--- src/bsu_pkg.sv ---
// Constants, field positions and state codes for the sync serial block.
// Assumes the host decodes its 10-bit I/O address onto this block alone.

package bsu_pkg;

	// ---------------------------------------------------------------
	// Port addresses
	// ---------------------------------------------------------------
	localparam logic [9:0] DATA_ADDR = 10'h3A8;
	localparam logic [9:0] CTRL_ADDR = 10'h3A9;

	// ---------------------------------------------------------------
	// Mode word fields
	// ---------------------------------------------------------------
	localparam int MODE_LEN_LO      = 2;
	localparam int MODE_LEN_HI      = 3;
	localparam int MODE_PAR_EN      = 4;
	localparam int MODE_PAR_EVEN    = 5;
	localparam int MODE_EXT_SYNC    = 6;
	localparam int MODE_SINGLE_SYNC = 7;

	// ---------------------------------------------------------------
	// Command word fields
	// ---------------------------------------------------------------
	localparam int CMD_TX_EN   = 0;
	localparam int CMD_DTR     = 1;
	localparam int CMD_RX_EN   = 2;
	localparam int CMD_BREAK   = 3;
	localparam int CMD_ERR_RST = 4;
	localparam int CMD_RTS     = 5;
	localparam int CMD_IRESET  = 6;
	localparam int CMD_HUNT    = 7;

	// ---------------------------------------------------------------
	// Status word fields
	// ---------------------------------------------------------------
	localparam int ST_TX_READY = 0;
	localparam int ST_RX_AVAIL = 1;
	localparam int ST_DRAINED  = 2;
	localparam int ST_PAR_ERR  = 3;
	localparam int ST_OVERRUN  = 4;
	localparam int ST_FRAMING  = 5;
	localparam int ST_SYNC     = 6;
	localparam int ST_DSR      = 7;

	// ---------------------------------------------------------------
	// Sizes and reset values
	// ---------------------------------------------------------------
	localparam logic [3:0] MIN_CHAR_LEN = 4'h5;
	localparam logic [3:0] MAX_CHAR_LEN = 4'h8;
	localparam logic [3:0] FRAME_W      = 4'h9;
	localparam logic [7:0] MODE_RESET   = 8'h00;
	localparam logic [7:0] CMD_RESET    = 8'h00;
	localparam logic [7:0] SYNC_RESET   = 8'h32;
	localparam int         FIFO_DEPTH   = 4;

	// Index of each outside-domain input in the synchroniser vector
	localparam int AS_TXC = 0;
	localparam int AS_RXC = 1;
	localparam int AS_RXD = 2;
	localparam int AS_CTS = 3;
	localparam int AS_DSR = 4;
	localparam int AS_SYN = 5;
	localparam int AS_W   = 6;

	typedef enum logic [1:0] {
		CFG_MODE  = 2'b00,
		CFG_SYNC1 = 2'b01,
		CFG_SYNC2 = 2'b10,
		CFG_CMD   = 2'b11
	} bsu_cfg_e;

	typedef enum logic [1:0] {
		RX_IDLE  = 2'b00,
		RX_SEEK  = 2'b01,
		RX_SEEK2 = 2'b10,
		RX_DATA  = 2'b11
	} bsu_rx_e;

endpackage : bsu_pkg

--- src/bsu_usart.sv ---
// Synchronous serial transmitter/receiver with mode/command/status ports,
// plus its transmit FIFO. Host port is synchronous to sys_clk_i; modem
// pins and link clocks are asynchronous and sampled here.
//
// Functional notes
// - after any reset the first control write is taken as the mode word.
// - after mode and sync characters, every control write is a command.
// - command bit 6 performs internal reset back to awaiting a mode word.
// - mode bits 2 and 3 select character length 5, 6, 7 or 8.
// - mode bit 4 enables parity generation and checking.
// - mode bit 5 selects parity sense; one means even parity.
// - mode bit 6 makes the sync-detect pin an input.
// - mode bit 7 zero selects double sync character framing.
// - command bit 0 enables the transmitter.
// - command bit 1 drives data terminal ready output inverted.
// - command bit 2 enables the receiver.
// - command bit 4 clears parity and overrun error flags.
// - command bit 5 drives request to send output inverted.
// - command bit 7 starts a hunt for sync characters.
// - data port read gives received byte, write gives byte to send.
// - a read of the control address returns the status word.
// - status bit 0 is ungated ready; ready pin is gated by CTS, enable.
// - status bit 1 is character available; bit 2 means nothing to send.
// - bits 3, 4 flag parity and overrun; overrun loses the new char.
// - status bit 6 rises when sync is found, mid last sync bit.
// - status bit 7 reports data set ready input inverted.

// -------------------------------------------------------------------
// Transmit FIFO
// -------------------------------------------------------------------
module bsu_fifo #(
	parameter int WIDTH = 8,
	parameter int DEPTH = bsu_pkg::FIFO_DEPTH
) (
	input  wire logic             clk_i,
	input  wire logic             rst_i,
	input  wire logic             clr_i,
	input  wire logic             in_valid_i,
	output logic                  in_ready_o,
	input  wire logic [WIDTH-1:0] in_data_i,
	output logic                  out_valid_o,
	input  wire logic             out_ready_i,
	output logic      [WIDTH-1:0] out_data_o
);
	localparam int AW = (DEPTH > 1) ? $clog2(DEPTH) : 1;

	logic [WIDTH-1:0] mem [DEPTH];
	logic [AW-1:0]    wr_ptr;
	logic [AW-1:0]    rd_ptr;
	logic [AW:0]      count;
	logic             push;
	logic             pop;

	assign in_ready_o  = (count != (AW+1)'(DEPTH));
	assign out_valid_o = (count != '0);
	assign out_data_o  = mem[rd_ptr];
	assign push        = in_valid_i && in_ready_o;
	assign pop         = out_valid_o && out_ready_i;

	// Storage; no reset needed, contents qualified by count
	always_ff @(posedge clk_i) begin
		if (push) begin
			mem[wr_ptr] <= in_data_i;
		end
	end

	// Pointers wrap at DEPTH so non-power-of-two depths also work
	always_ff @(posedge clk_i or posedge rst_i) begin
		if (rst_i) begin
			wr_ptr <= '0;
			rd_ptr <= '0;
			count  <= '0;
		end else if (clr_i) begin
			wr_ptr <= '0;
			rd_ptr <= '0;
			count  <= '0;
		end else begin
			if (push) begin
				wr_ptr <= (wr_ptr == AW'(DEPTH - 1)) ? '0 : wr_ptr + 1'b1;
			end
			if (pop) begin
				rd_ptr <= (rd_ptr == AW'(DEPTH - 1)) ? '0 : rd_ptr + 1'b1;
			end
			count <= count + (AW+1)'(push) - (AW+1)'(pop);
		end
	end
endmodule : bsu_fifo

// -------------------------------------------------------------------
// Serial core
// -------------------------------------------------------------------
module bsu_usart #(
	parameter logic [9:0] BASE_DATA = bsu_pkg::DATA_ADDR,
	parameter logic [9:0] BASE_CTRL = bsu_pkg::CTRL_ADDR,
	parameter int         TX_DEPTH  = bsu_pkg::FIFO_DEPTH
) (
	input  wire logic       sys_clk_i,
	input  wire logic       rst_i,
	input  wire logic       host_cs_i,
	input  wire logic       host_wr_i,
	input  wire logic       host_rd_i,
	input  wire logic [9:0] host_addr_i,
	input  wire logic [7:0] host_wdata_i,
	output logic      [7:0] host_rdata_o,
	output logic            host_rvalid_o,
	input  wire logic       tx_clk_i,
	input  wire logic       rx_clk_i,
	input  wire logic       rxd_i,
	output logic            txd_o,
	input  wire logic       cts_n_i,
	input  wire logic       dsr_n_i,
	output logic            dtr_n_o,
	output logic            rts_n_o,
	input  wire logic       sync_found_i,
	output logic            sync_found_o,
	output logic            sync_found_oe_o,
	output logic            transmitter_ready_flag_o,
	output logic            receive_char_available_o,
	output logic            transmitter_drained_o
);
	// ---------------------------------------------------------------
	// Helper functions
	// ---------------------------------------------------------------
	function automatic logic [3:0] char_len(input logic [7:0] m);
		char_len = bsu_pkg::MIN_CHAR_LEN
			+ {2'b00, m[bsu_pkg::MODE_LEN_HI], m[bsu_pkg::MODE_LEN_LO]};
	endfunction : char_len

	function automatic logic [3:0] frame_len(input logic [7:0] m);
		frame_len = char_len(m) + {3'b000, m[bsu_pkg::MODE_PAR_EN]};
	endfunction : frame_len

	function automatic logic [7:0] char_mask(input logic [3:0] n);
		char_mask = 8'hFF >> (bsu_pkg::MAX_CHAR_LEN - n);
	endfunction : char_mask

	// Parity bit value that makes the frame match the selected sense
	function automatic logic par_bit(input logic [7:0] d,
			input logic [7:0] m);
		par_bit = (^d) ^ ~m[bsu_pkg::MODE_PAR_EVEN];
	endfunction : par_bit

	// Last n received bits, right aligned (bits arrive LSB first)
	function automatic logic [8:0] tail(input logic [8:0] w,
			input logic [3:0] n);
		tail = w >> (bsu_pkg::FRAME_W - n);
	endfunction : tail

	// ---------------------------------------------------------------
	// Input synchronisers and edge detect
	// ---------------------------------------------------------------
	logic [bsu_pkg::AS_W-1:0] as_meta;
	logic [bsu_pkg::AS_W-1:0] as_sync;
	logic [bsu_pkg::AS_W-1:0] as_last;

	// First stage feeds only the second; edges come from stage two
	always_ff @(posedge sys_clk_i or posedge rst_i) begin
		if (rst_i) begin
			as_meta <= '0;
			as_sync <= '0;
			as_last <= '0;
		end else begin
			as_meta <= {sync_found_i, dsr_n_i, cts_n_i, rxd_i, rx_clk_i,
				tx_clk_i};
			as_sync <= as_meta;
			as_last <= as_sync;
		end
	end

	logic txc_fall;
	logic rxc_rise;
	logic ext_sync_rise;
	logic rx_bit;
	assign txc_fall = as_last[bsu_pkg::AS_TXC] && !as_sync[bsu_pkg::AS_TXC];
	assign rxc_rise = !as_last[bsu_pkg::AS_RXC] && as_sync[bsu_pkg::AS_RXC];
	assign ext_sync_rise = !as_last[bsu_pkg::AS_SYN]
		&& as_sync[bsu_pkg::AS_SYN];
	assign rx_bit = as_sync[bsu_pkg::AS_RXD];

	// ---------------------------------------------------------------
	// Host access decode
	// ---------------------------------------------------------------
	logic ctrl_wr;
	logic data_wr;
	logic ctrl_rd;
	logic data_rd;
	assign ctrl_wr = host_cs_i && host_wr_i && (host_addr_i == BASE_CTRL);
	assign data_wr = host_cs_i && host_wr_i && (host_addr_i == BASE_DATA);
	assign ctrl_rd = host_cs_i && host_rd_i && !host_wr_i
		&& (host_addr_i == BASE_CTRL);
	assign data_rd = host_cs_i && host_rd_i && !host_wr_i
		&& (host_addr_i == BASE_DATA);

	// ---------------------------------------------------------------
	// Configuration sequencer
	// ---------------------------------------------------------------
	bsu_pkg::bsu_cfg_e cfg_state;
	logic [7:0]        mode;
	logic [7:0]        cmd;
	logic [7:0]        sync1;
	logic [7:0]        sync2;
	logic              cmd_wr;
	logic              ireset;
	assign cmd_wr = ctrl_wr && (cfg_state == bsu_pkg::CFG_CMD);
	assign ireset = cmd_wr && host_wdata_i[bsu_pkg::CMD_IRESET];

	// Mode, then one or two sync characters, then commands until an internal reset
	always_ff @(posedge sys_clk_i or posedge rst_i) begin
		if (rst_i) begin
			cfg_state <= bsu_pkg::CFG_MODE;
			mode      <= bsu_pkg::MODE_RESET;
			sync1     <= bsu_pkg::SYNC_RESET;
			sync2     <= bsu_pkg::SYNC_RESET;
		end else if (ctrl_wr) begin
			case (cfg_state)
				bsu_pkg::CFG_MODE: begin
					mode      <= host_wdata_i;
					cfg_state <= bsu_pkg::CFG_SYNC1;
				end
				bsu_pkg::CFG_SYNC1: begin
					sync1     <= host_wdata_i;
					cfg_state <= mode[bsu_pkg::MODE_SINGLE_SYNC]
						? bsu_pkg::CFG_CMD : bsu_pkg::CFG_SYNC2;
				end
				bsu_pkg::CFG_SYNC2: begin
					sync2     <= host_wdata_i;
					cfg_state <= bsu_pkg::CFG_CMD;
				end
				bsu_pkg::CFG_CMD: begin
					if (host_wdata_i[bsu_pkg::CMD_IRESET]) begin
						cfg_state <= bsu_pkg::CFG_MODE;
					end
				end
				default: cfg_state <= bsu_pkg::CFG_MODE;
			endcase
		end
	end

	// Command register; internal reset drops every enable
	always_ff @(posedge sys_clk_i or posedge rst_i) begin
		if (rst_i) begin
			cmd <= bsu_pkg::CMD_RESET;
		end else if (ireset) begin
			cmd <= bsu_pkg::CMD_RESET;
		end else if (cmd_wr) begin
			cmd <= host_wdata_i;
		end
	end

	logic tx_en;
	logic rx_en;
	assign tx_en = cmd[bsu_pkg::CMD_TX_EN];
	assign rx_en = cmd[bsu_pkg::CMD_RX_EN];

	// ---------------------------------------------------------------
	// Transmit path
	// ---------------------------------------------------------------
	logic       fifo_in_ready;
	logic       fifo_valid;
	logic [7:0] fifo_data;
	logic       fifo_pop;
	logic [8:0] tx_shift;
	logic [3:0] tx_left;
	logic       tx_data_char;
	logic       tx_sync_sel;
	logic       tx_active;
	logic [7:0] tx_char;
	logic [8:0] tx_word;

	// Transmission needs both enable and clear-to-send (active low)
	assign tx_active = tx_en && !as_sync[bsu_pkg::AS_CTS];
	assign fifo_pop  = txc_fall && (tx_left == '0) && tx_active;
	assign tx_char   = (fifo_valid ? fifo_data
		: (tx_sync_sel ? sync2 : sync1)) & char_mask(char_len(mode));
	assign tx_word   = {1'b0, tx_char}
		| (mode[bsu_pkg::MODE_PAR_EN]
			? (9'(par_bit(tx_char, mode)) << char_len(mode)) : 9'h000);

	bsu_fifo #(
		.WIDTH (8),
		.DEPTH (TX_DEPTH)
	) u_tx_fifo (
		.clk_i       (sys_clk_i),
		.rst_i       (rst_i),
		.clr_i       (ireset),
		.in_valid_i  (data_wr && (cfg_state == bsu_pkg::CFG_CMD)),
		.in_ready_o  (fifo_in_ready),
		.in_data_i   (host_wdata_i),
		.out_valid_o (fifo_valid),
		.out_ready_i (fifo_pop),
		.out_data_o  (fifo_data)
	);

	// Shifter changes the line on the falling link clock edge; with no
	// queued data and the transmitter active, the line is filled with sync characters, as a sync
	// receiver would otherwise lose character framing
	always_ff @(posedge sys_clk_i or posedge rst_i) begin
		if (rst_i) begin
			tx_shift     <= '0;
			tx_left      <= '0;
			tx_data_char <= 1'b0;
			tx_sync_sel  <= 1'b0;
			txd_o        <= 1'b1;
		end else if (ireset) begin
			tx_left      <= '0;
			tx_data_char <= 1'b0;
			tx_sync_sel  <= 1'b0;
			txd_o        <= 1'b1;
		end else if (txc_fall) begin
			if (tx_left != '0) begin
				txd_o    <= tx_shift[0];
				tx_shift <= tx_shift >> 1;
				tx_left  <= tx_left - 4'h1;
			end else if (tx_active) begin
				txd_o        <= tx_word[0];
				tx_shift     <= tx_word >> 1;
				tx_left      <= frame_len(mode) - 4'h1;
				tx_data_char <= fifo_valid;
				if (!fifo_valid) begin
					tx_sync_sel <= !mode[bsu_pkg::MODE_SINGLE_SYNC]
						&& !tx_sync_sel;
				end
			end else begin
				txd_o        <= 1'b1;
				tx_data_char <= 1'b0;
			end
			if (cmd[bsu_pkg::CMD_BREAK]) begin
				txd_o <= 1'b0;
			end
		end
	end

	// ---------------------------------------------------------------
	// Receive path
	// ---------------------------------------------------------------
	bsu_pkg::bsu_rx_e rx_state;
	logic [8:0]       rx_win;
	logic [8:0]       rx_next_win;
	logic [8:0]       rx_frame;
	logic [3:0]       rx_cnt;
	logic             rx_done;
	logic [7:0]       rx_char;
	logic             rx_perr;
	logic             sync_hit;
	logic             ext_sync;

	assign ext_sync    = mode[bsu_pkg::MODE_EXT_SYNC];
	assign rx_next_win = {rx_bit, rx_win[8:1]};
	assign rx_frame    = tail(rx_next_win, frame_len(mode));

	// Hunt, then framed reception; sync found is flagged on the very
	// sample that completes the last sync character, mid bit
	always_ff @(posedge sys_clk_i or posedge rst_i) begin
		if (rst_i) begin
			rx_state <= bsu_pkg::RX_IDLE;
			rx_win   <= '0;
			rx_cnt   <= '0;
			rx_done  <= 1'b0;
			rx_char  <= '0;
			rx_perr  <= 1'b0;
			sync_hit <= 1'b0;
		end else begin
			rx_done  <= 1'b0;
			sync_hit <= 1'b0;
			// Hunt and enable often share one write; use its new enable
			if (ireset) begin
				rx_state <= bsu_pkg::RX_IDLE;
			end else if (cmd_wr && host_wdata_i[bsu_pkg::CMD_HUNT]
					&& host_wdata_i[bsu_pkg::CMD_RX_EN]) begin
				rx_state <= bsu_pkg::RX_SEEK;
				rx_cnt   <= '0;
			end else if (!rx_en) begin
				rx_state <= bsu_pkg::RX_IDLE;
			end else if (ext_sync && ext_sync_rise
					&& ((rx_state == bsu_pkg::RX_SEEK)
					|| (rx_state == bsu_pkg::RX_SEEK2))) begin
				rx_state <= bsu_pkg::RX_DATA;
				rx_cnt   <= '0;
				sync_hit <= 1'b1;
			end else if (rxc_rise) begin
				rx_win <= rx_next_win;
				case (rx_state)
					bsu_pkg::RX_IDLE: begin
						if (rx_en) begin
							rx_state <= bsu_pkg::RX_DATA;
							rx_cnt   <= '0;
						end
					end
					bsu_pkg::RX_SEEK: begin
						if (!ext_sync && ((rx_frame[7:0]
								& char_mask(char_len(mode)))
								== (sync1 & char_mask(char_len(mode))))) begin
							rx_cnt <= '0;
							if (mode[bsu_pkg::MODE_SINGLE_SYNC]) begin
								rx_state <= bsu_pkg::RX_DATA;
								sync_hit <= 1'b1;
							end else begin
								rx_state <= bsu_pkg::RX_SEEK2;
							end
						end
					end
					bsu_pkg::RX_SEEK2: begin
						rx_cnt <= rx_cnt + 4'h1;
						if (rx_cnt == frame_len(mode) - 4'h1) begin
							rx_cnt <= '0;
							if ((rx_frame[7:0] & char_mask(char_len(mode)))
									== (sync2 & char_mask(char_len(mode)))) begin
								rx_state <= bsu_pkg::RX_DATA;
								sync_hit <= 1'b1;
							end else begin
								rx_state <= bsu_pkg::RX_SEEK;
							end
						end
					end
					bsu_pkg::RX_DATA: begin
						rx_cnt <= rx_cnt + 4'h1;
						if (rx_cnt == frame_len(mode) - 4'h1) begin
							rx_cnt  <= '0;
							rx_done <= 1'b1;
							rx_char <= rx_frame[7:0] & char_mask(char_len(mode));
							rx_perr <= mode[bsu_pkg::MODE_PAR_EN]
								&& (rx_frame[char_len(mode)] != par_bit(
								rx_frame[7:0] & char_mask(char_len(mode)),
								mode));
						end
					end
					default: rx_state <= bsu_pkg::RX_IDLE;
				endcase
			end
		end
	end

	// ---------------------------------------------------------------
	// Receive holding register and sticky status
	// ---------------------------------------------------------------
	logic [7:0] rx_hold;
	logic       rx_avail;
	logic       par_err;
	logic       overrun;
	logic       sync_flag;
	logic       err_clr;
	assign err_clr = cmd_wr && host_wdata_i[bsu_pkg::CMD_ERR_RST];

	// New character wins over a same-cycle read; unread hold is kept
	always_ff @(posedge sys_clk_i or posedge rst_i) begin
		if (rst_i) begin
			rx_hold  <= '0;
			rx_avail <= 1'b0;
		end else if (ireset) begin
			rx_avail <= 1'b0;
		end else if (rx_done && (!rx_avail || data_rd)) begin
			rx_hold  <= rx_char;
			rx_avail <= 1'b1;
		end else if (data_rd) begin
			rx_avail <= 1'b0;
		end
	end

	// Error flags: a fresh error beats the clear in the same cycle
	always_ff @(posedge sys_clk_i or posedge rst_i) begin
		if (rst_i) begin
			par_err <= 1'b0;
			overrun <= 1'b0;
		end else if (ireset) begin
			par_err <= 1'b0;
			overrun <= 1'b0;
		end else begin
			if (rx_done && rx_perr) begin
				par_err <= 1'b1;
			end else if (err_clr) begin
				par_err <= 1'b0;
			end
			if (rx_done && rx_avail && !data_rd) begin
				overrun <= 1'b1;
			end else if (err_clr) begin
				overrun <= 1'b0;
			end
		end
	end

	// Sync flag clears on a status read or while in RX_SEEK, unless a new hit lands then
	always_ff @(posedge sys_clk_i or posedge rst_i) begin
		if (rst_i) begin
			sync_flag <= 1'b0;
		end else if (ireset) begin
			sync_flag <= 1'b0;
		end else if (sync_hit) begin
			sync_flag <= 1'b1;
		end else if (ctrl_rd || (rx_state == bsu_pkg::RX_SEEK)) begin
			sync_flag <= 1'b0;
		end
	end

	logic [7:0] status;
	always_comb begin
		status                       = '0;
		status[bsu_pkg::ST_TX_READY] = fifo_in_ready;
		status[bsu_pkg::ST_RX_AVAIL] = rx_avail;
		status[bsu_pkg::ST_DRAINED]  = !fifo_valid && !tx_data_char;
		status[bsu_pkg::ST_PAR_ERR]  = par_err;
		status[bsu_pkg::ST_OVERRUN]  = overrun;
		status[bsu_pkg::ST_FRAMING]  = 1'b0;
		status[bsu_pkg::ST_SYNC]     = sync_flag;
		status[bsu_pkg::ST_DSR]      = !as_sync[bsu_pkg::AS_DSR];
	end

	// ---------------------------------------------------------------
	// Host read data and registered pins
	// ---------------------------------------------------------------
	always_ff @(posedge sys_clk_i or posedge rst_i) begin
		if (rst_i) begin
			host_rdata_o  <= '0;
			host_rvalid_o <= 1'b0;
		end else begin
			host_rvalid_o <= ctrl_rd || data_rd;
			if (ctrl_rd) begin
				host_rdata_o <= status;
			end else if (data_rd) begin
				host_rdata_o <= rx_hold;
			end
		end
	end

	// Modem and flag pins, all straight from flops
	always_ff @(posedge sys_clk_i or posedge rst_i) begin
		if (rst_i) begin
			dtr_n_o                  <= 1'b1;
			rts_n_o                  <= 1'b1;
			sync_found_o             <= 1'b0;
			sync_found_oe_o          <= 1'b0;
			transmitter_ready_flag_o <= 1'b0;
			receive_char_available_o <= 1'b0;
			transmitter_drained_o    <= 1'b1;
		end else begin
			dtr_n_o                  <= !cmd[bsu_pkg::CMD_DTR];
			rts_n_o                  <= !cmd[bsu_pkg::CMD_RTS];
			sync_found_o             <= sync_flag;
			sync_found_oe_o          <= !ext_sync;
			transmitter_ready_flag_o <= fifo_in_ready && tx_active;
			receive_char_available_o <= rx_avail;
			transmitter_drained_o    <= status[bsu_pkg::ST_DRAINED];
		end
	end

endmodule : bsu_usart

--- config.mk ---
export PLATFORM = sky130hd
export DESIGN_NAME = bsu_usart
export DESIGN_NICKNAME = d
export VERILOG_FILES = /design/src/bsu_pkg.sv /design/src/bsu_usart.sv
export SDC_FILE = /design/constraint.sdc
export NUM_CORES = 1
export LEC_CHECK = 0
export BUFFER_PORTS_ARGS = -buffer_cell sky130_fd_sc_hd__buf_2
export CAP_MARGIN = 15
export CELL_PAD_IN_SITES_DETAIL_PLACEMENT = 2
export CELL_PAD_IN_SITES_GLOBAL_PLACEMENT = 2
export CORE_MARGIN = 1
export CORE_UTILIZATION = 43
export CTS_BUF_LIST = sky130_fd_sc_hd__clkbuf_8
export CTS_CLUSTER_SIZE = 16
export DETAILED_ROUTE_END_ITERATION = 8
export PLACE_DENSITY_LB_ADDON = 0.1
export SLEW_MARGIN = 20
export SYNTH_ARGS = -nofsm -noshare
export SYNTH_HDL_FRONTEND = slang
export SYNTH_SLANG_ARGS = --single-unit
--- constraint.sdc ---
create_clock -name sys_clk_i -period 4.96 [get_ports sys_clk_i]
set_input_delay 0.496 -clock sys_clk_i [delete_from_list [all_inputs] [get_ports sys_clk_i]]
set_output_delay 0.496 -clock sys_clk_i [all_outputs]
set_load 0.05 [all_outputs]
After elaboration in Yosys (flattened, before gate mapping). Memories as Yosys holds them, arrays and structs flattened. Index checks and enable logic that the tools add are counted.

$lt $le $gt $ge: 1. Add/subtract/negate cells: 11. Div/mod/pow operators: 0. Reductions and logical operators: 86. Shifts and indexed selects: 3. Bitwise operators: 11. Muxes and demuxes: 85. Eq/ne operators: 23. Multiply operators: 0.

Operators with widths (number): 1-bit two-way mux (45); 4-bit two-way mux (10); 8-bit AND (4); 1-bit logical AND (32); 8-bit two-way mux (4); 2-bit two-way mux (15); 9-bit two-way mux (3); 3-bit nonzero test (7); 10-bit equality test (second input constant) (2); 8-bit equality test (2); 2-bit nonzero test (8); 8-bit parity (2); 1-bit logical NOT (15); 2-bit AND reduction (7); 2-bit equality test (second input constant) (6); 6-bit two-way mux (2); 6-bit by 4-bit != test with 1-bit output (second input constant) (2); 4-bit one-hot mux with 3 select lines (1); 4-bit AND reduction (3); 8-bit by 9-bit OR with 9-bit output (1); 1-bit by 4-bit << shifter with 9-bit output (1); 9-bit by 4-bit right shift with 9-bit output (1); 2-bit one-hot mux with 4 select lines (1); 8-bit by 4-bit right shift with 8-bit output (first input constant) (1); 31 further kinds (45).

Memories kept: 1. Bits in writable memories: 32. Bits in latches: 0. Bits in read-only memories: 0. Logic and storage cells: 258. Register bits: 127.

Memory list: u_tx_fifo.mem (depth 4, width 8, read ports 1, clocked after Yosys merged registers in 0, wr ports 1, RTL line bsu_usart.sv:47) `logic [WIDTH-1:0] mem [DEPTH];`.

Logic depth before layout (Yosys ltp). Gate-level depths: netlist of the first run.

Depth after elaboration: 14. Depth in mapped cells: 16. Gate-level depth less buffers: 14.

Hierarchy. Synthesis of the first run repeated with hierarchy kept, for this count alone.

Cells, all modules: 666. Area, all modules: 7803.7 um2.

By module, submodules not included: bsu_usart (times used 1, seq. area each 2815.2 um2, area each 6169.7 um2, cells each 577); bsu_fifo (times used 1, seq. area each 1136.1 um2, area each 1634.1 um2, cells each 89).

Worst setup path after synthesis of the first run. No wires, ideal clock.

Path kind: register -> register. Start point: register mode[2]. End point: register rx_cnt[0]. Data required time: 4.835 ns. Setup slack: 1.264 ns. Stages on the path, launching flop included: 14. Arrival: 3.571 ns. Clock period less this slack: 3.696 ns. Cell sequence: dfrtp_1 > inv_1 > ha_1 > inv_1 > fa_1 > ha_1 > buf_2 > or2_2 > o22ai_1 > o21ai_1 > a211oi_1 > a32oi_2 > a21oi_4 > mux2_4.

Cells in the longest elaborated chain, start to end: 10.

Ends and longest elaborated chain: start, declared (RTL line bsu_usart.sv:198) `logic [7:0] mode;`; start signal, assigned (RTL line bsu_usart.sv:211) `mode <= bsu_pkg::MODE_RESET;`; start signal, assigned (RTL line bsu_usart.sv:217) `mode <= host_wdata_i;`; 3-bit by 2-bit adder with 4-bit output * (RTL line bsu_usart.sv:126) `+ {2'b00, m[bsu_pkg::MODE_LEN_HI], m[bsu_pkg::MODE_LEN_LO]};`; branches (longest 9 deep; another with 4-bit by 1-bit adder with 4-bit output); end signal, assigned (RTL line bsu_usart.sv:403) `rx_cnt <= rx_cnt + 4'h1;`; end signal, assigned (RTL line bsu_usart.sv:416) `rx_cnt <= rx_cnt + 4'h1;`; end, declared (RTL line bsu_usart.sv:340) `logic [3:0] rx_cnt;`.

Mark *: on every way between the ends. The select of a mux whose other input is x is not followed. A chain may end at the register's enable or synchronous reset.

Worst setup path after layout of the first run.
Start point: register mode[2]. End point: register rx_state[1].

Cells in the longest elaborated chain, start to end: 14.

Ends and longest elaborated chain: 3-bit by 2-bit adder with 4-bit output * (RTL line bsu_usart.sv:126); 4-bit by 1-bit adder with 4-bit output (RTL line bsu_usart.sv:130) `frame_len = char_len(m) + {3'b000, m[bsu_pkg::MODE_PAR_EN]};`; 4-bit subtractor (RTL line bsu_usart.sv:146) `tail = w >> (bsu_pkg::FRAME_W - n);`; 9-bit by 4-bit right shift with 9-bit output (RTL line bsu_usart.sv:146); 8-bit AND (RTL line bsu_usart.sv:391, bsu_usart.sv:406); 8-bit equality test (RTL line bsu_usart.sv:407) `== (sync2 & char_mask(char_len(mode)))) begin`; 2-bit two-way mux (RTL line bsu_usart.sv:406) `if ((rx_frame[7:0] & char_mask(char_len(mode)))`; 2-bit two-way mux (RTL line bsu_usart.sv:404) `if (rx_cnt == frame_len(mode) - 4'h1) begin`; 2-bit one-hot mux with 3 select lines (RTL line bsu_usart.sv:382) `case (rx_state)`; 2-bit two-way mux (RTL line bsu_usart.sv:380) `end else if (rxc_rise) begin`; 2-bit two-way mux (RTL line bsu_usart.sv:374) `end else if (ext_sync && ext_sync_rise`; 2-bit two-way mux (RTL line bsu_usart.sv:372) `end else if (!rx_en) begin`; 2-bit two-way mux (RTL line bsu_usart.sv:368) `end else if (cmd_wr && host_wdata_i[bsu_pkg::CMD_HUNT]`; 2-bit two-way mux (RTL line bsu_usart.sv:366) `if (ireset) begin`; end signal, assigned (RTL line bsu_usart.sv:367) `rx_state <= bsu_pkg::RX_IDLE;`; end signal, assigned (RTL line bsu_usart.sv:370) `rx_state <= bsu_pkg::RX_SEEK;`; end signal, assigned (RTL line bsu_usart.sv:373) `rx_state <= bsu_pkg::RX_IDLE;`; end, declared (RTL line bsu_usart.sv:336) `bsu_pkg::bsu_rx_e rx_state;`.

Every way passes the cells marked *; elsewhere a longest branch is shown, timed or not. The select of a mux whose other input is x is not followed.

==> out/summary.md, run 1 <==
The run finished with clean final reports. The run gives 50.6% as the register area share after synthesis. The final cycle utilization of the critical path is 89.7%, and the core outline area is 0.0175 mm^2. After routing the design area is 0.00865 mm^2. The area enclosed by the die boundary was 0.0187 mm^2. For the worst setup path, the data required time is 5.35 ns. Summing the areas of all xor and xnor instances in the mapped netlist gives 5.00% of the synthesized area.

The sequential cells in the finished layout cover a total of 0.00395 mm^2. The repair_antennas step left the layout with diodes totalling 0. The first global-routing pass estimated 35900 um of wire. For the worst setup path, the data arrival time is 4.84 ns.

TritonCTS built the clock tree. For the end-of-flow core utilization, the log shows 49.3%. Excluding fillers, the count of instances in the completed layout stands at 943. The portion of synthesized area spent on multiplexers is 15.3%. Combinational cells account for 11.3% of the total power. The die width was 137 um; the number of nets produced by synthesis was 714. The start-to-end type of the worst setup path is register to register. In this run the post-CTS setup repair buffer count came out at 0. Main combinational cell family by area after synthesis: multiplexers.

The initial DRC count was 335; the number of optimization iterations in the first detailed-route pass was 6. The number of hold buffers added after CTS was 0. Clock tree synthesis inserted a total of 17 buffers.

The dominant delay contributor by cell family on the critical path was adder cells. VDD sags by at most 0.197 mV. The area of the multi-input gates is 0.00360 mm^2, and the leakage component of the power is 3.95 nW. The worst setup path is captured at a register. Of all nets on the critical path, the largest fanout is 13. Of the total synthesized cell area, the portion taken by AND, OR, NAND and NOR gates is 12.4%. The run gives 46 as the total I/O pin count. Overall power consumption after layout is estimated at 2.72 mW. Once detailed placement completed, the half-perimeter wirelength came to 16100 um.

The clock sink count is 151, and the fraction of final layout cells with drive strength greater than 1 is 23.7%. Across every metal layer, demand over resource in global routing totals 26.4%. Once the floorplan was initialized, standard cells occupied 44.5% of the core. The area of placed instances is 0.00823 mm^2, and the net switching power figure is 0.763 mW. Headroom to the max-slew limit came out at 33.6%. Each instance of the synthesized netlist takes up on average 11.8 um^2.

The run gives 0.00781 mm^2 as the netlist area before placement. Across the run, the number of max-cap violations was 0. Of the total power, registers draw 50.9%. For the initial antenna violation count, the log shows 0. The deepest level of the CTS H-tree is 4, and the area growth from synthesis to layout is 10.9%. Net switching is 28.1% of the power.

Achievable frequency: 225 MHz. Maximum clock skew at final layout: 0.0260 ns. At the end of routability-driven placement, the weighted congestion stood at 0.811.

The tools report the insertion delay of the later-clocked pin in the worst-skew pair as 0.48 ns. The time the final worst path needs with I/O delays and setup works out to 4.45 ns. Hold is met by 0.126 ns.

The dominant cell type by count on the critical path was inv_1. Entering global routing, the biggest net connects 78 pins. The largest single stage delay on the critical path is 0.56 ns. Dividing the detail-routed via count by the number of cells gives 5.80. The cell with the largest stage delay on the worst path is or4_1. Walking the worst path, the cells encountered are inv_1, ha_1, inv_1, fa_1, inv_1, ha_1, mux2i_1, o22ai_1, o21ai_1, xor2_1, nand3_1, or4_1, a21bo_1, mux2i_1. For this design the ratio of total power to cell area is 314 mW/mm^2.

Synthesis handed over a netlist of 661 instances. Dividing the detail-routed wire length by the instance count gives 24.0 um. The run gives 0 as the overall overflow remaining after global route. The number of flip-flops and latches in the synthesized netlist works out to 151.

The post-route DRC violation count was 0; the die outline height was 137 um. The run gives 0 as the total count of hold-check failures in the final report. Counting tap cells, the placed design contains a total of 911 instances. Setup slack on the critical path of the routed design comes to 0.509 ns.

The portion of total power attributed to the clock network is 37.8%. During placement, the flow inserted port buffers numbering 45. The count of cells resized by post-cts repair is 0. The via count of the first global-routing pass was 6225; the worst slack at placement was 0.581 ns. The synthesized design contains 32 enable-type register cells. The synthesized netlist contains 74 unique library cells.

STA classifies the critical path startpoint as a register. The longest clock path from root to sink contains 2 buffers. The adder-cell share of the synthesized area is 4.04%, and the number of failing setup endpoints in the final timing report is 0.

In this run the worst hold path is classified as primary input to register. The fraction of registers with async set/reset was 78.8%. The tree is rooted in a clkbuf_8. The row count was 48. After routing, the total negative slack on setup checks comes to 0 ns.

The worst-margin pin slew is 0.995 ns, and the clock input transition at the sequential cells of the worst setup and hold paths is 0.09 ns. The count of nets left with antenna violations once routing finished came out at 0. The most used flip-flop cell after synthesis is dfrtp_1. The count of fill cells added during filler insertion is 1790, and the buffers plus inverters on the worst setup path is 3.

Setup repair after global routing left no endpoint under its margin. The internal portion of the total power is 1.95 mW. The run gives 758 as the number of nets in the layout. The synthesized netlist devotes 9.28% of its cell area to compound gates.

The count of final max-slew check failures was 0. For the number of warning messages in the yosys log, the log shows 0. After detailed routing, the total wire length is 22700 um. The run gives 5473 as the detailed-route via count.
registers in the layout, indices dropped and copies added, names as in the netlist, 8 cells and up:
name / flops
u_tx_fifo.mem: 32
host_rdata_o: 8
rx_char: 8
rx_hold: 8
rx_win: 8
sync1: 8
sync2: 8
tx_shift: 8
final cells by class:
class / instances / area share, %
clock inverter: 14 / 2.00
tap: 225 / 3.25
clock buffer: 18 / 2.86
sequential: 151 / 45.7
inverter: 32 / 1.42
timing repair buffer: 52 / 3.21
multi-input combinational: 451 / 41.6
placed cells by master, fill, tap and decap left out, types with 6 or more instances in the layout:
master,synthesis,routed
a211oi_1,9,9
a21oi_1,30,30
and2_1,12,12
and3_1,6,6
buf_2,7,45
buf_4,2,7
clkbuf_8,0,18
dfrtp_1,109,109
dfstp_2,10,10
edfxtp_1,32,32
ha_1,22,22
inv_1,32,33
mux2_2,48,48
mux2i_1,33,33
mux4_2,12,12
nand2_1,40,40
nand2b_1,7,7
nand3_1,16,16
nand3b_1,8,8
nor2_1,51,51
nor2b_1,6,6
nor3_1,11,11
o21ai_0,27,27
xnor2_1,22,22
xor2_1,13,13
worst paths after layout:
path | startpoint | endpoint | slack, ns | cells past startpoint
max | mode[2] | rx_state[1] | 0.51 | 14
max reg2reg | mode[2] | rx_state[1] | 0.51 | 14
min | dsr_n_i | as_meta[4] | 0.13 | 1
max in group asynchronous | rst_i | tx_left[1] | 3.53 | 3
min in group asynchronous | rst_i | receive_char_available_o | 0.22 | 2
min reg2reg | as_meta[2] | as_sync[2] | 0.35 | 0
synthesized netlist by cell type (all sizes together), types with 3 or more instances:
master / count / area (um^2)
a211oi: 9 / 67.6
a21oi: 31 / 166
a22oi: 3 / 22.5
a31oi: 4 / 25.0
and2: 13 / 83.8
and3: 6 / 37.5
buf: 14 / 91.3
clkbuf: 13 / 50.0
dfrtp: 109 / 2730
dfstp: 10 / 263
edfxtp: 32 / 961
ha: 22 / 275
inv: 32 / 120
mux2: 50 / 571
mux2i: 34 / 353
mux4: 12 / 270
nand2: 40 / 150
nand2b: 7 / 43.8
nand3: 16 / 80.1
nand3b: 8 / 60.1
nor2: 51 / 191
nor2b: 6 / 37.5
nor3: 14 / 91.3
nor3b: 3 / 22.5
o211ai: 4 / 30.0
o21ai: 28 / 140
o31ai: 4 / 30.0
o41ai: 3 / 45.1
or3: 5 / 31.3
xnor2: 23 / 209
xnor3: 3 / 67.6
xor2: 13 / 114
power by group through the flow:
stage	clock network, mW	registers (mW)	logic [mW]
floorplan	0	1.42	0.180
global placement	0	1.40	0.288
detailed placement	0	1.41	0.303
CTS	1.05	1.38	0.309
global route	1.09	1.39	0.338
finish	1.03	1.38	0.306
per-layer routing:
| layer | wire [um] | vias to the layer above | part of all wire [%] | track usage (%) |
|---|---|---|---|---|
| met5 | 0 | - | 0 | 0 |
| met4 | 519 | 0 | 2.3 | 10.1 |
| met3 | 627 | 39 | 2.8 | 4.41 |
| met2 | 11600 | 107 | 51 | 45.5 |
| met1 | 9930 | 2871 | 44 | 33.2 |
| li1 | - | 2456 | - | - |
cell families (layout without fill, tap and decap cells):
family                     count (synthesis)  after routing
AOI/OAI and AO/OA                        108            108
xor gates and xnor gates                  39             39
adders and majority gates                 24             24
buffers and inverters                     59            116
DFF                                      151            151
muxes                                     96             96
and+or+nand+nor                          184            184
worst reg2reg max path: cells and delay by family, from the launching register on:
family | cells | cell delay, ns
buf+inv | 3 | 0.43
simple gates | 2 | 0.71
flops | 1 | 0.47
xor+xnor | 1 | 0.29
compound gates | 3 | 0.79
mux | 2 | 0.55
fa+ha+maj | 3 | 1.15
No activity file was read; power rests on OpenSTA's default activity.
==> run 2, diff against run 1 <==
--- a/config.mk
+++ b/config.mk
@@ -18,4 +18,5 @@
 export SLEW_MARGIN = 20
 export SYNTH_ARGS = -nofsm -noshare
 export SYNTH_HDL_FRONTEND = slang
+export SYNTH_HIERARCHICAL = 1
 export SYNTH_SLANG_ARGS = --single-unit
==> run 2 against run 1 <==
  * Area after synthesis about the same
  * Clock skew down 0.010 ns
  * First-iteration DRC count shrank 33%
  * Synthesized cell count grew 0.76%
  * Clock-buffer cell count decreased by 1
  * Combinational power down 6%
  * Utilization decreased by 0.14 points
  * Sequential share of layout area rose by 0.13 points
  * Routed wire length grew 3.6%
  * Largest cell class unchanged
==> out/summary.md, run 2 <==
Of the post-synthesis cell area, the dominant cell type holds 35.0%. The power per unit of standard cell area is 304 mW/mm^2, and the met3 capacity usage during global routing is 5.11%. In this run the worst path has a maximum fanout of 19. The total count of hold-check failures in the final report was 0; the flip-flop count of the largest register, all copies and words added was 32.

Excluding fillers, the count of instances in the completed layout stands at 950. The routed layout has 5525 vias. The tools report the initial standard-cell utilization of the core as 44.5%.

Hold path startpoint: dsr_n_i. In this run the worst setup path begins at mode[2]. The largest single stage delay on the critical path is 0.97 ns.

Setup repair after global routing left no endpoint under its margin. The via count of the first global-routing pass was 6310. The worst setup path is captured at a register. The run gives 4 as the number of optimization iterations in the first detailed-route pass. The die width was 137 um.

The area of placed instances came out at 0.00823 mm^2. Setup violations remaining at the end of the flow were counted as 0. On the critical path, the stage with the largest delay is an instance of fa_1.

The synthesized design contains 151 register bits. TritonCTS built the clock tree. After synthesis the cells add up to 0.00780 mm^2. Register with the most flip-flops: u_tx_fifo/mem. The worst setup path is of the register to register kind. After layout, the minimum clock period comes to 4.38 ns. The number of antenna diodes in the final layout is 0. The CTS buffer count is 17. The final routed wirelength across all metal layers is 23500 um. The initial DRC count was 224; the number of nets in the layout was 767. The switching share of power is 28.7%, and the area of the multi-input gates is 0.00361 mm^2.

For the half-perimeter wire length of the detailed placement result, the log shows 17000 um. The launching element type of the critical path was a register. Row generation in the floorplan step produced 48 rows.

The run gives 0.0155 ns as the maximum clock skew at final layout. In this run, synthesis inferred 32 flip-flops with an integrated enable. The Yosys step of the flow raised 6 warnings. Summed over all nets, the switching power comes to 0.752 mW. Deepest level of the CTS H-tree: 4. Most frequent cell after synthesis: dfrtp_1. The logs give 917 for the count of placed standard cells including taps and 37.1% for the portion of total power attributed to the clock network. Launch instance of the worst register-to-register path: mode[2].

For the post-layout instance area, the log shows 0.00863 mm^2. The post-route DRC violation count was 0. The die is 137 um tall. The logs give 0 for the max capacitance violation total and 0.48 ns for the insertion delay of the later-clocked pin in the worst-skew pair. VDD sags by at most 0.174 mV.

The tools report the reg2reg setup slack as 0.58 ns. The die covers 0.0187 mm^2. The clock passes through at most 2 buffers. The critical path goes through inv_1, ha_1, inv_1, fa_1, nor2b_2, o21ai_0, a32oi_1, xor2_1, a2111oi_4, a41o_2, o21ai_2, a32o_1. The count of input and output buffers was 45. The first global-routing pass estimated 36900 um of wire. Synthesis produced a netlist whose cell count is 666. The pin count of the biggest net entering global routing is 60.

After global routing, the most crowded layer is met2. Sorting the synthesized cells by area gives the leading types as dfrtp_1 (35%), edfxtp_1 (12%), mux2_2 (6.5%). The count of cell types in the netlist is 88, and the fraction of registers with async set/reset is 78.8%. Area growth from synthesis to layout: 10.6%. For this run, global-route usage on met2 was measured as 48.1%. The number of setup buffers added after CTS is 0.

In this run, the combinational gates consume 11.0% of the power. The run gives 33.6% as the met1 track utilization from global routing. Overall overflow remaining after global route: 0. The logs give 0 for the initial antenna violation count and 1784 for the count of fill cells added during filler insertion. In the routed layout, each cell is associated on average with a via count of 5.82.

The design internal power was 1.87 mW; the final cycle utilization of the critical path was 88.4%. The tools report the global placer's final weighted congestion as 0.840. In the layout the commonest cells are dfrtp_1 (109), nand2_1 (68), mux2_2 (45), buf_2 (45), o21ai_0 (34). The area of all sequential standard cells is 0.00395 mm^2, and the clock input transition at the sequential cells of the worst setup and hold paths is 0.09 ns.

The library cell with the largest summed area after synthesis was dfrtp_1. The tools report the clock root buffer as clkbuf_8. The run gives 721 as the number of nets produced by synthesis.

The run gives 0 as the count of final max-slew check failures. After routing, the total negative slack on setup checks comes to 0 ns. The commonest cells after synthesis are dfrtp_1 (109), nand2_1 (68), mux2_2 (45).

On the final layout, the worst hold slack is 0.119 ns. After layout, the design draws a total of 2.62 mW. The detailed-route wire length per cell came out at 24.7 um. Of the synthesized area, sequential elements account for 50.6%. For this design, the sink count on the clock tree is 151.

The fraction of final layout cells with drive strength greater than 1 is 23.4%. Dominant cell type by count on the critical path: inv_1. The achievable frequency is 228 MHz.

The tightest slew margin relative to the limit was 45.5%. The core region is 0.0175 mm^2. In this run the worst hold path is classified as primary input to register. For the pin with the worst max-slew slack, the measured transition is 0.817 ns.

The mean instance size in the synthesized netlist was 11.7 um^2; the portion of total power attributed to sequential cells was 51.9%. The remaining antenna violation count came out at 0. For the total I/O pin count, the log shows 46. The run finished with clean final reports. The run gives 5.33 ns as the data required time of the worst path.

The global-route usage over all layers came out at 27.3%. STA puts the critical path data arrival time at 4.76 ns. Most used flip-flop cell after synthesis: dfrtp_1. The library cell used most frequently in the layout, excluding fill and tap cells, is dfrtp_1.

The tools report the leakage component of the power as 3.98 nW.
==> run 2: per-layer routing <==
layer | routed length (um) | part of all wire, % | up-vias
met2 | 12300 | 52 | 87
li1 | - | - | 2504
met4 | 424 | 1.8 | 0
met5 | 0 | 0 | -
met1 | 10100 | 43 | 2904
met3 | 678 | 2.9 | 30
==> run 2: area by class of cell <==
| type | count | share of cell area (%) |
|---|---|---|
| flip-flops and latches | 151 | 45.8 |
| multi-input cells | 459 | 41.8 |
| inverters | 30 | 1.33 |
| repair buffers | 53 | 3.34 |
| well taps | 225 | 3.26 |
| clock inverters | 15 | 1.77 |
| clock buffers | 17 | 2.71 |
==> run 2: kinds of logic (layout without fill, tap and decap cells) <==
group                      count (synthesis)  after routing  share of synthesized area (%)
and+or+nand+nor                          195            195                           13.0
adders and majority gates                 26             26                           4.36
DFF                                      151            151                           50.6
xor gates and xnor gates                  35             35                           4.28
buffers and inverters                     56            115                           3.16
muxes                                     80             80                           12.9
AOI/OAI and AO/OA                        123            123                           11.6
==> run 2: critical path: cells and delay by family, from the launching register on <==
family | cells | cell delay (ns)
AOI/OAI and AO/OA | 6 | 1.76
and+or+nand+nor | 1 | 0.47
adders and majority gates | 2 | 1.14
DFF | 1 | 0.48
buffers and inverters | 2 | 0.24
xor gates and xnor gates | 1 | 0.18
==> run 2: path summary, 6_finish.rpt <==
kind                                       to  cells after the start
min in group asynchronous  u_tx_fifo/count[0]                      3
max                                 rx_cnt[1]                     12
max in group asynchronous           rx_win[2]                      4
min reg2reg                        as_sync[5]                      0
max reg2reg                         rx_cnt[1]                     12
min                                as_meta[4]                      1
==> run 2: power groups by stage <==
stage          Clock (mW)  Sequential, mW  Combinational (mW)
4_1_cts             0.990            1.36               0.292
5_1_grt              1.03            1.37               0.323
2_1_floorplan           0            1.39               0.184
3_3_place_gp            0            1.38               0.268
3_5_place_dp            0            1.39               0.288
6_report            0.971            1.36               0.287
==> run 2: repair_timing <==
| action | CTS | global route |
|---|---|---|
| endpoints found under the hold margin | 7 | 0 |
| hold buffers | 1 | 0 |
| gates resized for setup | 0 | 0 |
==> run 2: per-stage QoR <==
step,worst slack [ns],util (%)
6_report,0.577,49.2
3_3_place_gp,0.874,46.9
4_1_cts,0.629,49.2
5_1_grt,0.326,49.2
2_1_floorplan,1.52,-
3_5_place_dp,0.614,46.9
==> run 3, diff against run 2 <==
--- a/config.mk
+++ b/config.mk
@@ -7,14 +7,12 @@
 export LEC_CHECK = 0
 export BUFFER_PORTS_ARGS = -buffer_cell sky130_fd_sc_hd__buf_2
 export CAP_MARGIN = 15
-export CELL_PAD_IN_SITES_DETAIL_PLACEMENT = 2
-export CELL_PAD_IN_SITES_GLOBAL_PLACEMENT = 2
 export CORE_MARGIN = 1
-export CORE_UTILIZATION = 43
+export CORE_UTILIZATION = 55
 export CTS_BUF_LIST = sky130_fd_sc_hd__clkbuf_8
 export CTS_CLUSTER_SIZE = 16
 export DETAILED_ROUTE_END_ITERATION = 8
-export PLACE_DENSITY_LB_ADDON = 0.1
+export PLACE_DENSITY = 0.73
 export SLEW_MARGIN = 20
 export SYNTH_ARGS = -nofsm -noshare
 export SYNTH_HDL_FRONTEND = slang
==> run 3 against run 2 <==
  * Critical path depth is the same
  * Worst hold slack gained 0.017 ns
  * Maximum frequency grew 4.0%
  * Routed wire length shrank 26%
  * Clock power shrank 7.1%
  * Power shrank 3.4%
  * Largest power group unchanged
  * Critical path type unchanged
  * Clock-buffer cell count is the same
  * Global-route usage shrank 1.6 points
  * Sequential cell count is the same
==> out/summary.md, run 3 (same netlist as run 2, synthesis figures left out) <==
The leakage component of the power was 3.94 nW. The worst setup path is launched from a register. The count of final max-slew check failures was 0. Leaving out fill and tap cells, the most frequent cells in the layout are dfrtp_1 (109), nand2_1 (68), mux2_2 (45), buf_2 (45), o21ai_0 (34). Net switching is 28.1% of the power. In the final layout, the share of cells above drive strength 1 is 23.4%. The area growth from synthesis to layout came out at 9.52%. The logs give 0 for the overall overflow remaining after global route and 0.0147 mm^2 for the area enclosed by the die boundary.

Summed over all failing endpoints, the final setup total negative slack is 0 ns. Share of total power in combinational logic: 10.6%. The run gives 0 as the total count of hold-check failures in the final report. The detailed-route wire length per cell is 19.4 um, and the non-filler instance count after layout is 902. For this run, design rule violations remaining after detail routing come to 0. The via count of the first global-routing pass is 5381. By startpoint and endpoint, the worst setup path is classified as register to register.

The portion of total power attributed to the clock network came out at 35.6%. Global-route usage over all layers: 25.7%. The run gives 47.8% as the tightest slew margin relative to the limit. Setup repair after global routing left no endpoint under its margin. For the number of antenna diodes, the log shows 0.

Clock-pin slew was measured on the worst setup and hold paths at 0.09 ns. For the worst setup path, the data required time is 5.30 ns. The worst hold path depth is 1, and the deepest level of the CTS H-tree is 4. Most common cell after layout, fill and taps aside: dfrtp_1. The flow ran to the end, and the final reports show no timing, DRC or antenna violations.

The core outline area came out at 0.0139 mm^2. The count of input and output buffers was 45. The count of placed standard cells including taps was 869. The clock reaches the later pin of the worst-skew pair after 0.46 ns.

The pin count of the biggest net entering global routing is 64. In the routed layout, each cell is associated on average with a via count of 6.00. In this run the post-CTS setup repair buffer count came out at 0. Data on the critical path arrives at its endpoint at 4.56 ns. TritonCTS built the clock tree. The die width works out to 121 um. For the half-perimeter wire length of the detailed placement result, the log shows 12800 um. The worst IR drop on VDD came out at 0.204 mV. The final cycle utilization of the critical path was 85.0%.

For this design the top-level I/O count stands at 46. For the number of nets in the layout, the log shows 764. For the initial antenna violation count, the log shows 0. The run gives 0.927 as the global placer's final weighted congestion.

The tools report the worst-case clock buffer depth as 2. The run gives 56.2% as the initial standard-cell utilization of the core. Of the total power, registers draw 53.7%. Once detail routing completed, the nets flagged for antenna violations numbered 0.

For the wire length of the first global-routing pass, the log shows 28300 um. The sum of internal, switching and leakage power was 2.53 mW. The final routed wirelength across all metal layers is 17500 um. The number of cells on the worst reg-to-reg path is 12. STA classifies the critical path endpoint as a register. Dividing total power by cell area gives a power density of 296 mW/mm^2. The tools report the max capacitance violation total as 0. Clock skew on the completed layout was measured at 0.0125 ns. The path class of the tightest hold or removal check is primary input to register. For this design the total switching power over the nets is 0.710 mW.

Row generation in the floorplan step produced 43 rows. For this block, the initial DRC count from the detailed router was 437. The clock net in this run drives a total of 151 sinks. Clock tree synthesis inserted a total of 17 buffers. For the pin with the worst max-slew slack, the measured transition is 0.783 ns.

Clock tree synthesis selected as its root buffer the cell clkbuf_8. The tools report the number of optimization iterations in the first detailed-route pass as 5. The time the final worst path needs with I/O delays and setup came out at 4.21 ns.

Of all nets on the critical path, the largest fanout is 19. In this run the vertical extent of the chip is 121 um. Setup violations remaining at the end of the flow were counted as 0.

Internal power comes to 1.82 mW. Timing would allow up to 237 MHz. The register with the most flip-flops is u_tx_fifo/mem.

The final route contains 5408 vias. The flip-flop count of the largest register, all copies and words added is 32.
[run 3: power by group through the flow]
stage | Combinational, mW | Clock, mW | Sequential [mW]
global route | 0.300 | 0.967 | 1.37
finish | 0.269 | 0.902 | 1.36
global placement | 0.256 | 0 | 1.38
detailed placement | 0.269 | 0 | 1.38
floorplan | 0.184 | 0 | 1.39
CTS | 0.268 | 0.921 | 1.36
[run 3: cell type report]
cell class	instances	area, um^2
Fill cell	1122	5330
Timing Repair Buffer	50	265
Sequential cell	151	3950
Clock inverter	15	145
Multi-Input combinational cell	459	3610
Tap cell	180	225
Inverter	30	115
Clock buffer	17	234
[run 3: worst paths after layout]
path / from / to / slack (ns)
setup / recovery: mode[2] / rx_cnt[1] / 0.75
hold reg to reg: as_meta[2] / as_sync[2] / 0.35
max in group asynchronous: rst_i / as_last[1] / 3.08
min in group asynchronous: rst_i / u_tx_fifo/count[0] / 0.55
hold / removal: tx_clk_i / as_meta[0] / 0.14
setup reg to reg: mode[2] / rx_cnt[1] / 0.75
[run 3: timing repair]
action / CTS / global route
hold buffers: 1 / 0
endpoints found under the setup margin: 0 / 0
gates resized for setup: 0 / 0
hold endpoints to repair: 7 / 0
[run 3: worst max-delay path, stage by stage, from the launching register on]
cell and delay, ns:
dfrtp_1 0.49, inv_1 0.21, ha_1 0.17, inv_1 0.04, fa_1 0.94, nor2b_2 0.45, o21ai_0 0.16, a32oi_1 0.40
xor2_1 0.19, a2111oi_4 0.43, a41o_2 0.31, o21ai_2 0.10, a32o_1 0.21
[run 3: routing by layer]
layer / vias up / GRT usage [%] / share of wire (%)
li1: 2511 / - / -
met1: 2677 / 35.2 / 44
met2: 190 / 40.7 / 47
met3: 30 / 4.70 / 6.0
met4: 0 / 10.2 / 2.5
met5: - / 0 / 0
[run 3: metrics by stage]
stage	worst slack, ns	cell area [um^2]	utilization, %	hold slack, ns
floorplan	1.52	7800	-	0.299
global placement	0.982	8150	58.7	0.336
detailed placement	0.812	8150	58.7	0.336
CTS	0.791	8540	61.5	0.122
global route	0.551	8550	61.6	0.118
finish	0.746	8550	61.6	0.136
